--- src/asc_pkg.sv ---
// Constants, register map and types of the two-channel serial block
package asc_pkg;
  // Host port offsets; channel B adds the channel base
  localparam logic [3:0] A_MR1 = 4'h0;
  localparam logic [3:0] A_MR2 = 4'h1;
  localparam logic [3:0] A_SR = 4'h2;
  localparam logic [3:0] A_CR = 4'h3;
  localparam logic [3:0] A_DATA = 4'h4;
  localparam logic [3:0] A_CSR = 4'h5;
  localparam logic [3:0] A_IMR = 4'h6;
  localparam logic [3:0] A_OUTPUT_PIN_FUNCTION_SELECT = 4'h7;
  localparam logic [3:0] A_OPSET = 4'hE;
  localparam logic [3:0] A_OPCLR = 4'hF;
  localparam logic [2:0] A_LOC_MAX = 3'h6;
  // Command bits
  localparam int CR_RXEN = 0;
  localparam int CR_RXDIS = 1;
  localparam int CR_TXEN = 2;
  localparam int CR_TXDIS = 3;
  localparam int CR_RSTERR = 4;
  localparam int CR_RSTBRK = 5;
  // Mode fields
  localparam int MR1_RXRTS = 7;
  localparam int MR1_RXINT = 6;
  localparam int MR1_ODD = 2;
  localparam int MR2_TXRTS = 5;
  localparam logic [1:0] PAR_WITH = 2'h0;
  localparam logic [1:0] PAR_NONE = 2'h2;
  // Clock sources
  localparam logic [1:0] SRC_BRG = 2'h0;
  localparam logic [1:0] SRC_CT = 2'h1;
  localparam logic [1:0] SRC_EXT = 2'h2;
  // Pin 3 and pin 2 selector codes
  localparam logic [1:0] OPS_LATCH = 2'h0;
  localparam logic [1:0] OPS_ALT1 = 2'h1;
  localparam logic [1:0] OPS_ALT2 = 2'h2;
  // Interrupt status positions within a channel nibble
  localparam int ISR_TX = 0;
  localparam int ISR_RX = 1;
  localparam int ISR_DBRK = 2;
  localparam int ISR_CH_W = 4;
  // Reset values and counts
  localparam logic [7:0] RST_BYTE = 8'h00;
  localparam logic [3:0] START_SMP = 4'h6;
  localparam logic [3:0] BIT_SMP = 4'hF;
  localparam logic [3:0] NB_BASE = 4'h5;
  localparam int RXQ_DEPTH = 3;
  typedef enum logic [0:0] {TX_IDLE, TX_SEND} asc_tx_state_t;
  typedef enum logic [2:0] {RX_IDLE, RX_START, RX_DATA, RX_PAR, RX_STOP, RX_BRK} asc_rx_state_t;
endpackage

--- src/asc_top.sv ---
// Two serial channels with output pin selector and host port
`timescale 1ns/10ps
module asc_channel import asc_pkg::*; (
  // Clock and reset
  input wire logic clk_sys_i,
  input wire logic nrst_i,
  // Host access
  input wire logic wr_i,
  input wire logic rd_i,
  input wire logic [2:0] addr_i,
  input wire logic [7:0] wdata_i,
  output logic [7:0] rdata_o,
  // Clock sources
  input wire logic brg_tick_i,
  input wire logic ct_tick_i,
  input wire logic ext_tx_clk_i,
  input wire logic ext_rx_clk_i,
  // Serial line
  input wire logic serial_in_i,
  output logic serial_out_o,
  // Status
  output logic tx_empty_o,
  output logic tx_ready_o,
  output logic rx_ready_o,
  output logic rx_full_o,
  output logic rx_int_o,
  output logic dbrk_o,
  output logic rts_ctl_o,
  output logic rts_neg_o,
  output logic tx16x_o,
  output logic tx1x_o,
  output logic rx1x_o
);
  logic [7:0] mr1_r, mr1_nxt, mr2_r, mr2_nxt;
  logic [3:0] csr_r, csr_nxt;
  logic tx_en_r, tx_en_nxt, rx_en_r, rx_en_nxt;
  logic ext_tx_d_r, ext_rx_d_r;
  logic [7:0] thr_r, thr_nxt;
  logic thr_full_r, thr_full_nxt;
  logic [11:0] tsr_r, tsr_nxt;
  logic [3:0] tx_left_r, tx_left_nxt, tx_pre_r, tx_pre_nxt;
  logic tx_tgl_r, tx_tgl_nxt, sout_r, sout_nxt;
  asc_tx_state_t tx_st_r, tx_st_nxt;
  asc_rx_state_t rx_st_r, rx_st_nxt;
  logic [3:0] rx_smp_r, rx_smp_nxt, rx_idx_r, rx_idx_nxt, rx_div_r, rx_div_nxt;
  logic [7:0] rsr_r, rsr_nxt;
  logic par_r, par_nxt, zero_r, zero_nxt, rx_last_r, rx_last_nxt;
  logic [10:0] q_r [RXQ_DEPTH];
  logic [10:0] q_nxt [RXQ_DEPTH];
  logic [1:0] q_cnt_r, q_cnt_nxt;
  logic [10:0] hold_r, hold_nxt;
  logic hold_full_r, hold_full_nxt;
  logic oe_r, oe_nxt, dbrk_r, dbrk_nxt;
  logic tx_tick, rx_tick, bit_tick, wr_cr, pop;
  logic push;
  logic [10:0] push_w;
  logic [3:0] nb;
  logic par_en, exp_par;
  logic [10:0] top_w;

  // Mask of the active data bits for a character length
  function automatic logic [7:0] dmask(input logic [3:0] n);
    return 8'hFF >> (4'h8 - n);
  endfunction

  // Selected 16x tick for one direction
  function automatic logic pick_tick(input logic [1:0] s, input logic b, input logic c, input logic e);
    return (s == SRC_BRG) ? b : (s == SRC_CT) ? c : (s == SRC_EXT) ? e : 1'b0;
  endfunction

  // Expected parity bit for data under the current mode
  function automatic logic par_bit(input logic [7:0] d, input logic [7:0] m1, input logic [3:0] n);
    return (m1[4:3] == PAR_WITH) ? ((^(d & dmask(n))) ^ m1[MR1_ODD]) : m1[MR1_ODD];
  endfunction

  // Shared decode of mode, clock select and host port
  assign nb = NB_BASE + {2'b00, mr1_r[1:0]};
  assign par_en = (mr1_r[4:3] != PAR_NONE);
  assign tx_tick = pick_tick(csr_r[1:0], brg_tick_i, ct_tick_i, ext_tx_clk_i & ~ext_tx_d_r);
  assign rx_tick = pick_tick(csr_r[3:2], brg_tick_i, ct_tick_i, ext_rx_clk_i & ~ext_rx_d_r);
  assign bit_tick = tx_tick & (tx_pre_r == BIT_SMP);
  assign wr_cr = wr_i & (addr_i == A_CR[2:0]);
  assign pop = rd_i & (addr_i == A_DATA[2:0]) & (q_cnt_r != 2'h0);
  assign top_w = (q_cnt_r != 2'h0) ? q_r[0] : 11'h000;

  // Configuration and command next values
  always_comb begin
    mr1_nxt = mr1_r;
    mr2_nxt = mr2_r;
    csr_nxt = csr_r;
    tx_en_nxt = tx_en_r;
    rx_en_nxt = rx_en_r;
    if (wr_i && addr_i == A_MR1[2:0]) mr1_nxt = wdata_i;
    if (wr_i && addr_i == A_MR2[2:0]) mr2_nxt = wdata_i;
    if (wr_i && addr_i == A_CSR[2:0]) csr_nxt = wdata_i[3:0];
    if (wr_cr && wdata_i[CR_TXEN]) tx_en_nxt = 1'b1;
    if (wr_cr && wdata_i[CR_TXDIS]) tx_en_nxt = 1'b0;
    if (wr_cr && wdata_i[CR_RXEN]) rx_en_nxt = 1'b1;
    if (wr_cr && wdata_i[CR_RXDIS]) rx_en_nxt = 1'b0;
  end

  always_ff @(posedge clk_sys_i or negedge nrst_i) begin
    if (!nrst_i) begin
      mr1_r <= RST_BYTE;
      mr2_r <= RST_BYTE;
      csr_r <= 4'h0;
      tx_en_r <= 1'b0;
      rx_en_r <= 1'b0;
      ext_tx_d_r <= 1'b0;
      ext_rx_d_r <= 1'b0;
    end else begin
      mr1_r <= mr1_nxt;
      mr2_r <= mr2_nxt;
      csr_r <= csr_nxt;
      tx_en_r <= tx_en_nxt;
      rx_en_r <= rx_en_nxt;
      ext_tx_d_r <= ext_tx_clk_i;
      ext_rx_d_r <= ext_rx_clk_i;
    end
  end

  // Transmitter next values
  always_comb begin
    logic [11:0] fr;
    fr = 12'hFFF;
    thr_nxt = thr_r;
    thr_full_nxt = thr_full_r;
    tsr_nxt = tsr_r;
    tx_left_nxt = tx_left_r;
    tx_st_nxt = tx_st_r;
    sout_nxt = sout_r;
    tx_pre_nxt = tx_pre_r + {3'h0, tx_tick};
    tx_tgl_nxt = tx_tgl_r ^ tx_tick;
    // Frame: start, data LSB first, parity, stop
    fr[0] = 1'b0;
    for (int i = 0; i < 8; i++) begin
      if (i < nb) fr[i+1] = thr_r[i];
    end
    if (par_en) fr[nb+4'h1] = par_bit(thr_r, mr1_r, nb);
    unique case (tx_st_r)
      TX_IDLE: begin
        sout_nxt = 1'b1;
        if (bit_tick && thr_full_r) begin
          tsr_nxt = fr;
          sout_nxt = fr[0];
          tx_left_nxt = nb + (par_en ? 4'h2 : 4'h1);
          thr_full_nxt = 1'b0;
          tx_st_nxt = TX_SEND;
        end
      end
      TX_SEND: begin
        if (bit_tick && tx_left_r != 4'h0) begin
          tsr_nxt = {1'b1, tsr_r[11:1]};
          sout_nxt = tsr_r[1];
          tx_left_nxt = tx_left_r - 4'h1;
        end else if (bit_tick && thr_full_r) begin
          tsr_nxt = fr;
          sout_nxt = fr[0];
          tx_left_nxt = nb + (par_en ? 4'h2 : 4'h1);
          thr_full_nxt = 1'b0;
        end else if (bit_tick) begin
          sout_nxt = 1'b1;
          tx_st_nxt = TX_IDLE;
        end
      end
    endcase
    // Host write accepted only while enabled and buffer free
    if (wr_i && addr_i == A_DATA[2:0] && tx_en_r && !thr_full_r) begin
      thr_nxt = wdata_i;
      thr_full_nxt = 1'b1;
    end
  end

  always_ff @(posedge clk_sys_i or negedge nrst_i) begin
    if (!nrst_i) begin
      thr_r <= RST_BYTE;
      thr_full_r <= 1'b0;
      tsr_r <= 12'hFFF;
      tx_left_r <= 4'h0;
      tx_pre_r <= 4'h0;
      tx_tgl_r <= 1'b0;
      sout_r <= 1'b1;
      tx_st_r <= TX_IDLE;
    end else begin
      thr_r <= thr_nxt;
      thr_full_r <= thr_full_nxt;
      tsr_r <= tsr_nxt;
      tx_left_r <= tx_left_nxt;
      tx_pre_r <= tx_pre_nxt;
      tx_tgl_r <= tx_tgl_nxt;
      sout_r <= sout_nxt;
      tx_st_r <= tx_st_nxt;
    end
  end

  // Receiver, queue and error flag next values
  always_comb begin
    logic [1:0] cnt;
    cnt = q_cnt_r;
    rx_st_nxt = rx_st_r;
    rx_smp_nxt = rx_smp_r;
    rx_idx_nxt = rx_idx_r;
    rx_div_nxt = rx_div_r + {3'h0, rx_tick};
    rsr_nxt = rsr_r;
    par_nxt = par_r;
    zero_nxt = zero_r;
    rx_last_nxt = rx_tick ? serial_in_i : rx_last_r; // Line level at the previous tick
    hold_nxt = hold_r;
    hold_full_nxt = hold_full_r;
    for (int i = 0; i < RXQ_DEPTH; i++) q_nxt[i] = q_r[i];
    push = 1'b0;
    push_w = 11'h000;
    oe_nxt = oe_r & ~(wr_cr & wdata_i[CR_RSTERR]);
    dbrk_nxt = dbrk_r & ~(wr_cr & wdata_i[CR_RSTBRK]);
    exp_par = par_bit(rsr_r, mr1_r, nb);
    unique case (rx_st_r)
      RX_IDLE: begin
        // Falling edge only, so a line still low after a bad stop is not a start
        if (rx_tick && rx_en_r && !serial_in_i && rx_last_r) begin
          rx_smp_nxt = 4'h1;
          rx_st_nxt = RX_START;
        end
      end
      RX_START: begin
        if (rx_tick && rx_smp_r == START_SMP) begin
          if (!serial_in_i) begin
            rx_st_nxt = RX_DATA;
            rx_smp_nxt = 4'h0;
            rx_idx_nxt = 4'h0;
            rsr_nxt = 8'h00;
            zero_nxt = 1'b1;
          end else begin
            rx_st_nxt = RX_IDLE;
          end
        end else if (rx_tick) begin
          rx_smp_nxt = rx_smp_r + 4'h1;
        end
      end
      RX_DATA, RX_PAR, RX_STOP: begin
        if (rx_tick && rx_smp_r != BIT_SMP) begin
          rx_smp_nxt = rx_smp_r + 4'h1;
        end else if (rx_tick) begin
          // Mid-bit sample, one bit period after the last
          rx_smp_nxt = 4'h0;
          zero_nxt = zero_r & ~serial_in_i;
          if (rx_st_r == RX_DATA) begin
            rsr_nxt[rx_idx_r[2:0]] = serial_in_i;
            rx_idx_nxt = rx_idx_r + 4'h1;
            if (rx_idx_r == nb - 4'h1) rx_st_nxt = par_en ? RX_PAR : RX_STOP;
          end else if (rx_st_r == RX_PAR) begin
            par_nxt = serial_in_i;
            rx_st_nxt = RX_STOP;
          end else begin
            push = 1'b1;
            if (!serial_in_i && zero_r) begin
              push_w = {1'b1, 1'b1, 1'b0, 8'h00};
              dbrk_nxt = 1'b1;
              rx_st_nxt = RX_BRK;
            end else begin
              push_w = {1'b0, ~serial_in_i, par_en & (par_r != exp_par), rsr_r & dmask(nb)};
              rx_st_nxt = RX_IDLE;
            end
          end
        end
      end
      RX_BRK: begin
        if (serial_in_i) begin
          dbrk_nxt = 1'b1;
          rx_st_nxt = RX_IDLE;
        end
      end
      default: rx_st_nxt = RX_IDLE;
    endcase
    // Queue: pop, refill from the holding register, then push
    if (pop) begin
      q_nxt[0] = q_r[1];
      q_nxt[1] = q_r[2];
      cnt = cnt - 2'h1;
      if (hold_full_r) begin
        q_nxt[cnt] = hold_r;
        cnt = cnt + 2'h1;
        hold_full_nxt = 1'b0;
      end
    end
    if (push && cnt != 2'(RXQ_DEPTH) && !hold_full_nxt) begin
      q_nxt[cnt] = push_w;
      cnt = cnt + 2'h1;
    end else if (push) begin
      if (hold_full_nxt) oe_nxt = 1'b1;
      hold_nxt = push_w;
      hold_full_nxt = 1'b1;
    end
    q_cnt_nxt = cnt;
  end

  always_ff @(posedge clk_sys_i or negedge nrst_i) begin
    if (!nrst_i) begin
      rx_st_r <= RX_IDLE;
      rx_smp_r <= 4'h0;
      rx_idx_r <= 4'h0;
      rx_div_r <= 4'h0;
      rsr_r <= 8'h00;
      par_r <= 1'b0;
      zero_r <= 1'b0;
      rx_last_r <= 1'b1;
      for (int i = 0; i < RXQ_DEPTH; i++) q_r[i] <= 11'h000;
      q_cnt_r <= 2'h0;
      hold_r <= 11'h000;
      hold_full_r <= 1'b0;
      oe_r <= 1'b0;
      dbrk_r <= 1'b0;
    end else begin
      rx_st_r <= rx_st_nxt;
      rx_smp_r <= rx_smp_nxt;
      rx_idx_r <= rx_idx_nxt;
      rx_div_r <= rx_div_nxt;
      rsr_r <= rsr_nxt;
      par_r <= par_nxt;
      zero_r <= zero_nxt;
      rx_last_r <= rx_last_nxt;
      for (int i = 0; i < RXQ_DEPTH; i++) q_r[i] <= q_nxt[i];
      q_cnt_r <= q_cnt_nxt;
      hold_r <= hold_nxt;
      hold_full_r <= hold_full_nxt;
      oe_r <= oe_nxt;
      dbrk_r <= dbrk_nxt;
    end
  end

  // Status and read data
  assign tx_empty_o = ~thr_full_r & (tx_st_r == TX_IDLE);
  assign tx_ready_o = tx_en_r & ~thr_full_r;
  assign rx_ready_o = (q_cnt_r != 2'h0);
  assign rx_full_o = (q_cnt_r == 2'(RXQ_DEPTH));
  assign rx_int_o = mr1_r[MR1_RXINT] ? rx_full_o : rx_ready_o;
  assign dbrk_o = dbrk_r;
  assign rts_ctl_o = mr1_r[MR1_RXRTS] | mr2_r[MR2_TXRTS];
  assign rts_neg_o = (mr1_r[MR1_RXRTS] & rx_full_o) | (mr2_r[MR2_TXRTS] & ~tx_en_r & tx_empty_o);
  assign serial_out_o = sout_r;
  assign tx16x_o = tx_tgl_r;
  assign tx1x_o = tx_pre_r[3];
  assign rx1x_o = rx_div_r[3];
  always_comb begin
    case (addr_i)
      A_MR1[2:0]: rdata_o = mr1_r;
      A_MR2[2:0]: rdata_o = mr2_r;
      A_SR[2:0]: rdata_o = {top_w[10:8], oe_r, tx_empty_o, tx_ready_o, rx_full_o, rx_ready_o};
      A_DATA[2:0]: rdata_o = top_w[7:0];
      default: rdata_o = 8'h00;
    endcase
  end
endmodule

module asc_top import asc_pkg::*; #(
  parameter int unsigned BRG_DIV = 65,
  parameter int unsigned CT_DIV = 1000
) (
  // Clock and reset
  input wire logic clk_sys_i,
  input wire logic nrst_i,
  // Host port
  input wire logic wr_i,
  input wire logic rd_i,
  input wire logic [3:0] addr_i,
  input wire logic [7:0] wdata_i,
  output logic [7:0] rdata_o,
  // Serial lines, index 0 is channel A
  input wire logic [1:0] serial_in_i,
  output logic [1:0] serial_out_o,
  input wire logic [1:0] ext_tx_clk_i,
  input wire logic [1:0] ext_rx_clk_i,
  // Output port pins
  output logic [7:0] op_o,
  output logic [7:0] op_oe_n_o,
  output logic irq_o
);
  logic [7:0] opr_r, opr_nxt, output_pin_function_select_r, output_pin_function_select_nxt, imr_r, imr_nxt, rdata_r, rdata_nxt;
  logic [7:0] op_r, op_nxt, oe_n_r, oe_n_nxt, interrupt_status_reg;
  logic [15:0] brg_cnt_r, brg_cnt_nxt, ct_cnt_r, ct_cnt_nxt;
  logic ct_out_r, ct_out_nxt, brg_tick, ct_tick;
  logic [1:0] hit, tx_empty, tx_ready, rx_ready, rx_full, rx_int, dbrk, rts_ctl, rts_neg;
  logic [1:0] tx16x, tx1x, rx1x;
  logic [7:0] ch_rdata [2];

  // Two identical channels
  for (genvar k = 0; k < 2; k++) begin : g_ch
    assign hit[k] = (addr_i[3] == 1'(k)) & (addr_i[2:0] < A_LOC_MAX);
    asc_channel u_ch (
      .clk_sys_i(clk_sys_i), .nrst_i(nrst_i),
      .wr_i(wr_i & hit[k]), .rd_i(rd_i & hit[k]), .addr_i(addr_i[2:0]), .wdata_i(wdata_i),
      .rdata_o(ch_rdata[k]), .brg_tick_i(brg_tick), .ct_tick_i(ct_tick),
      .ext_tx_clk_i(ext_tx_clk_i[k]), .ext_rx_clk_i(ext_rx_clk_i[k]),
      .serial_in_i(serial_in_i[k]), .serial_out_o(serial_out_o[k]),
      .tx_empty_o(tx_empty[k]), .tx_ready_o(tx_ready[k]), .rx_ready_o(rx_ready[k]),
      .rx_full_o(rx_full[k]), .rx_int_o(rx_int[k]), .dbrk_o(dbrk[k]), .rts_ctl_o(rts_ctl[k]),
      .rts_neg_o(rts_neg[k]), .tx16x_o(tx16x[k]), .tx1x_o(tx1x[k]), .rx1x_o(rx1x[k])
    );
    assign interrupt_status_reg[ISR_CH_W*k+ISR_TX] = tx_empty[k];
    assign interrupt_status_reg[ISR_CH_W*k+ISR_RX] = rx_int[k];
    assign interrupt_status_reg[ISR_CH_W*k+ISR_DBRK] = dbrk[k];
    assign interrupt_status_reg[ISR_CH_W*k+3] = 1'b0;
  end

  // Rate generator and counter/timer dividers
  assign brg_tick = (brg_cnt_r == 16'h0000);
  assign ct_tick = (ct_cnt_r == 16'h0000);
  always_comb begin
    brg_cnt_nxt = brg_tick ? 16'(BRG_DIV - 1) : brg_cnt_r - 16'h0001;
    ct_cnt_nxt = ct_tick ? 16'(CT_DIV - 1) : ct_cnt_r - 16'h0001;
    ct_out_nxt = ct_out_r ^ ct_tick;
  end

  // Host registers, read data and pin functions
  always_comb begin
    opr_nxt = opr_r;
    output_pin_function_select_nxt = output_pin_function_select_r;
    imr_nxt = imr_r;
    rdata_nxt = rdata_r;
    if (wr_i && addr_i == A_OPSET) opr_nxt = opr_r | wdata_i;
    if (wr_i && addr_i == A_OPCLR) opr_nxt = opr_r & ~wdata_i;
    if (wr_i && addr_i == A_OUTPUT_PIN_FUNCTION_SELECT) output_pin_function_select_nxt = wdata_i;
    if (wr_i && addr_i == A_IMR) imr_nxt = wdata_i;
    if (rd_i) rdata_nxt = (|hit) ? ch_rdata[addr_i[3]] : (addr_i == A_IMR) ? interrupt_status_reg : 8'h00;
    op_nxt = ~opr_r;
    oe_n_nxt = 8'h00;
    for (int k = 0; k < 2; k++) begin
      if (rts_ctl[k]) op_nxt[k] = ~opr_r[k] | rts_neg[k];
      if (output_pin_function_select_r[4+k]) begin
        op_nxt[4+k] = 1'b0;
        oe_n_nxt[4+k] = ~rx_int[k];
      end
      if (output_pin_function_select_r[6+k]) begin
        op_nxt[6+k] = 1'b0;
        oe_n_nxt[6+k] = ~tx_ready[k];
      end
    end
    unique case (output_pin_function_select_r[3:2])
      OPS_LATCH: op_nxt[3] = ~opr_r[3];
      OPS_ALT1: op_nxt[3] = ct_out_r;
      OPS_ALT2: op_nxt[3] = tx1x[1];
      default: op_nxt[3] = rx1x[1];
    endcase
    unique case (output_pin_function_select_r[1:0])
      OPS_LATCH: op_nxt[2] = ~opr_r[2];
      OPS_ALT1: op_nxt[2] = tx16x[0];
      OPS_ALT2: op_nxt[2] = tx1x[0];
      default: op_nxt[2] = rx1x[0];
    endcase
  end

  always_ff @(posedge clk_sys_i or negedge nrst_i) begin
    if (!nrst_i) begin
      opr_r <= RST_BYTE;
      output_pin_function_select_r <= RST_BYTE;
      imr_r <= RST_BYTE;
      rdata_r <= RST_BYTE;
      op_r <= 8'hFF;
      oe_n_r <= 8'h00;
      brg_cnt_r <= 16'h0000;
      ct_cnt_r <= 16'h0000;
      ct_out_r <= 1'b0;
    end else begin
      opr_r <= opr_nxt;
      output_pin_function_select_r <= output_pin_function_select_nxt;
      imr_r <= imr_nxt;
      rdata_r <= rdata_nxt;
      op_r <= op_nxt;
      oe_n_r <= oe_n_nxt;
      brg_cnt_r <= brg_cnt_nxt;
      ct_cnt_r <= ct_cnt_nxt;
      ct_out_r <= ct_out_nxt;
    end
  end

  // Outputs
  assign rdata_o = rdata_r;
  assign op_o = op_r;
  assign op_oe_n_o = oe_n_r;
  assign irq_o = |(interrupt_status_reg & imr_r);
endmodule

--- config.mk ---
export PLATFORM = sky130hd
export DESIGN_NAME = asc_top
export DESIGN_NICKNAME = d
export VERILOG_FILES = /design/src/asc_pkg.sv /design/src/asc_top.sv
export SDC_FILE = /design/constraint.sdc
export NUM_CORES = 1
export LEC_CHECK = 0
export ABC_AREA = 1
export BUFFER_PORTS_ARGS = -buffer_cell sky130_fd_sc_hd__buf_2
export CAP_MARGIN = 10
export CORE_MARGIN = 1
export CORE_UTILIZATION = 55
export CTS_BUF_LIST = sky130_fd_sc_hd__clkbuf_8
export CTS_CLUSTER_DIAMETER = 40
export DETAILED_ROUTE_END_ITERATION = 10
export GPL_TIMING_DRIVEN = 0
export PLACE_DENSITY = 0.72
export SYNTH_ARGS = -nofsm -noshare
export SYNTH_HDL_FRONTEND = slang
export SYNTH_SLANG_ARGS = --single-unit
--- constraint.sdc ---
create_clock -name clk_sys_i -period 7.59 [get_ports clk_sys_i]
set_input_delay 1.518 -clock clk_sys_i [delete_from_list [all_inputs] [get_ports clk_sys_i]]
set_output_delay 1.518 -clock clk_sys_i [all_outputs]
set_load 0.02 [all_outputs]
==> results.txt <==
Synth Area in XOR/XNOR: 2.78%
Peak VDD IR: 0.000255 V
worst-case hold slack: 410 ps
Util after Layout: 62.8%
Synth Area in Compound Gates: 15.1%
Pwr Total: 6.35 mW
crit path cell chain: buf_2 > nor2_1 > inv_2 > nor2_2 > nand2_1 > nor2_2 > buf_2 > nand2_1 > xor2_1 > inv_1 > ha_1 > o21ai_0 > clkbuf_1 > o21ai_0
Yosys top cell area share: 41.1%
MaxCap Viol Count: 0
Initial DRT Pass Iterations: 5
Post-Route WL: 46.0 mm
Sink Count: 334
final worst setup slack: 3300 ps
Design Area, Final: 20500 sq um
FF-to-FF End: g_ch[1].u_ch.hold_r[7]
GRT overflow: 0
buffers added on ports: 38
# setup viols final: 0
maximum number of pins on one net before global-route repair: 99
maximum clock rate: 233 MHz
Initial Util: 56.0%
Hold Crit Class: flop to flop
fraction of registers with async set/reset: 100%
WS Path Type: input port to flop
CTS Buf Count: 59
WP buf/inv: 5
final slew viol count: 0
via density per instance: 5.45
Post-Synth Adder-Cell Area: 4.19%
clock insertion delay at the later pin of the skew report: 650 ps
flip-flop and latch area: 8400 sq um
RSZ-0062 raised after global routing: no
DIE AREA: 34000 sq um
Avg Inst Size Synth: 8.04 sq um
crit path launch type: input port
Placed Instance Area: 19100 sq um
hpwl dp: 33.2 mm
Post-synth EDFFs: 0
Horiz. Die Dim: 184 um
Worst-path clk slew: 60 ps
Mapped Area: 18300 sq um
Slew HR: 34.7%
Final nets: 2462
min cycle time layout: 4290 ps
DRC viols: 0
root buffer cell: clkbuf_8
cts repair resizes: 0
IO Pins: 49
Site Rows: 66
post-route setup TNS: 0 ps
post-route ant nets: 0
Setup crit start: addr_i[0]
worst path required time: 8070 ps
Hold Buf Count CTS: 0
synthesized instance count: 2275
Worst path slowest cell: o21ai_0
Synth Register Bits: 334
Seq/Total Area, Yosys: 45.9%
CTS H-tree depth: 2
final period utilization: 56.5%
Layout Cells excl Fill: 2872
Unique masters post-synth: 59
vias in the first global route: 15.2k
gp weighted congestion: 0.880
largest family of logic cells by synthesized area: simple AND/OR/NAND/NOR gates
Synth Area in Simple Gates: 22.3%
Crit path max-delay family: buffers and inverters
share of post-route cells with drive strength above 1: 11.9%
top cells by area, synth: dfrtp_1 41%, nand2_1 10%, o21ai_0 6.9%, inv_1 5.8%, dfstp_2 4.9%
Cells after DPL: 2761
Longest Clk Path Bufs: 3
clock skew: 34.2 ps
Crit path arrival time: 4770 ps
crit-path max cell delay: 490 ps
drt initial violations: 1182
CP Capture Type: flop
Main synth FF type: dfrtp_1
FILL cells: 2838
Vias: 15.6k
status: finished, final reports clean
DP Worst Slack: 2780 ps
CTS tree: built
flop-to-flop setup slack: 4080 ps
Die H: 184 um
peak fanout along the critical path: 10
Core ar.: 32600 sq um
Tightest Pin Transition: 972 ps
post-synthesis mux area share: 1.39%
Multi-input gate area: 8380 sq um
Static Leak: 9.90 nW
Wirelength per Cell: 16.0 um
antenna violations before repair: 3
Synth area leader: dfrtp_1
Pwr Density: 310 nW/um^2
Reg2Reg Launch Point: g_ch[1].u_ch.q_cnt_r[0]
Ys Warns: 0
first-pass GRT wire length: 76.4 mm
Crit. path cell count: 14
reg2reg path depth: 13
GRT Total Usage: 28.2%
Final Hold Vio Count: 0
synth-to-layout area growth: 12.0%
Worst Setup EP: g_ch[1].u_ch.hold_r[7]
number of setup buffers added after CTS: 0
sequential cells by signal, indices dropped and copies added, names as in the netlist, 4 cells and up, named ones only:
signal,flops
brg_cnt_r,16
ct_cnt_r,16
g_ch.u_ch.csr_r,8
g_ch.u_ch.rx_st_r,6
op_oe_n_o,4
output_pin_function_select_r,8
g_ch.u_ch.rx_idx_r,8
g_ch.u_ch.mr1_r,16
rdata_o,8
g_ch.u_ch.tx_pre_r,8
g_ch.u_ch.q_r,66
g_ch.u_ch.tsr_r,22
g_ch.u_ch.rsr_r,16
g_ch.u_ch.thr_r,16
g_ch.u_ch.rx_div_r,8
g_ch.u_ch.tx_left_r,8
imr_r,6
g_ch.u_ch.mr2_r,16
g_ch.u_ch.q_cnt_r,4
g_ch.u_ch.hold_r,22
g_ch.u_ch.rx_smp_r,8
op_o,8
area by class of cell:
class,count,area share (%)
clock inverters,29,1.26
inverters,302,5.53
flip-flops and latches,334,41.0
repair buffers,41,1.38
plain buffers,75,1.86
clock buffers,79,5.31
well taps,442,2.70
multi-input cells,1567,40.9
diodes,3,0.0367
power breakdown:
part           internal (mW)  leakage (nW)  switching, mW
registers               2.26          4.15          0.298
logic                  0.665          5.01           1.28
clock network           1.07         0.735          0.784
cell usage in the layout, fill, tap and decap left out, drive strengths merged, types with 3 or more instances in the layout:
master	synthesis	routed
a22oi	6	6
o221ai	5	5
dfrtp	300	300
nand2	497	497
nor4	3	3
dfstp	34	34
mux2	19	19
a221oi	9	9
diode	0	3
and2	3	3
nand4	35	35
nor2	235	235
clkbuf	43	122
or2	6	6
xor2	39	39
conb	1	4
a31oi	16	16
ha	58	58
nor3	21	21
o211ai	37	37
buf	32	73
o22ai	16	16
o21ai	273	273
bufinv	0	4
clkinv	4	12
nand3	116	116
a21oi	130	130
mux2i	4	4
xnor2	19	19
inv	298	313
nand3b	5	5
synthesized netlist by cell type (4+ instances only):
cell type and instances:
o22ai_1 16, nand3b_1 5, nand2_2 4, buf_1 5, a22oi_1 6, a221oi_1 9, nor2_1 210, buf_4 11
nand3_2 4, buf_2 11, o21ai_0 253, mux2i_1 4, nor2_2 11, clkinv_1 4, xor2_1 39, ha_1 58
a21oi_2 7, nor3_1 18, a21oi_1 123, dfrtp_1 300, clkbuf_1 43, nand4_2 4, nor2_4 12, nand4_1 30
a31oi_1 16, inv_2 17, dfstp_2 34, o21ai_1 18, o221ai_1 5, mux2_2 16, xnor2_1 19, nand2_1 492
nand3_1 109, o211ai_1 36, inv_1 281
how the worst min path moves through the flow:
stage,cells after the start,to,slack [ps],startpoint
global route,1,op_o[6],420,output_pin_function_select_r[6]
floorplan,1,op_o[4],360,flop
global placement,1,op_o[5],400,output_pin_function_select_r[5]
CTS,1,op_o[5],410,output_pin_function_select_r[5]
detailed placement,1,op_o[5],400,output_pin_function_select_r[5]
finish,1,op_o[6],410,output_pin_function_select_r[6]
logic make-up after synthesis:
group | Yosys count
simple gates | 924
flops | 334
other cells | 1
buf+inv | 377
xor+xnor | 58
mux | 23
fa+ha+maj | 60
compound gates | 498
per-layer routing:
| metal | share of wire (%) | routed length, um | up-vias | GRT usage [%] |
|---|---|---|---|---|
| met1 | 44 | 20400 | 7454 | 38.1 |
| met5 | 0 | 0 | - | 0 |
| met4 | 3.1 | 1410 | 0 | 10.8 |
| li1 | - | - | 7654 | - |
| met3 | 6.2 | 2860 | 86 | 5.75 |
| met2 | 46 | 21400 | 448 | 44.7 |
worst reg2reg max path, stage by stage (launching register included):
cell and delay, ps:
dfrtp_1 420, inv_1 90, ha_1 220, inv_1 70, nand2_1 100, nor2_2 190, buf_2 280, nand2_1 120
xor2_1 330, inv_1 120, ha_1 220, o21ai_0 490, clkbuf_1 490, o21ai_0 190
Power figures use the tool's default switching activity.
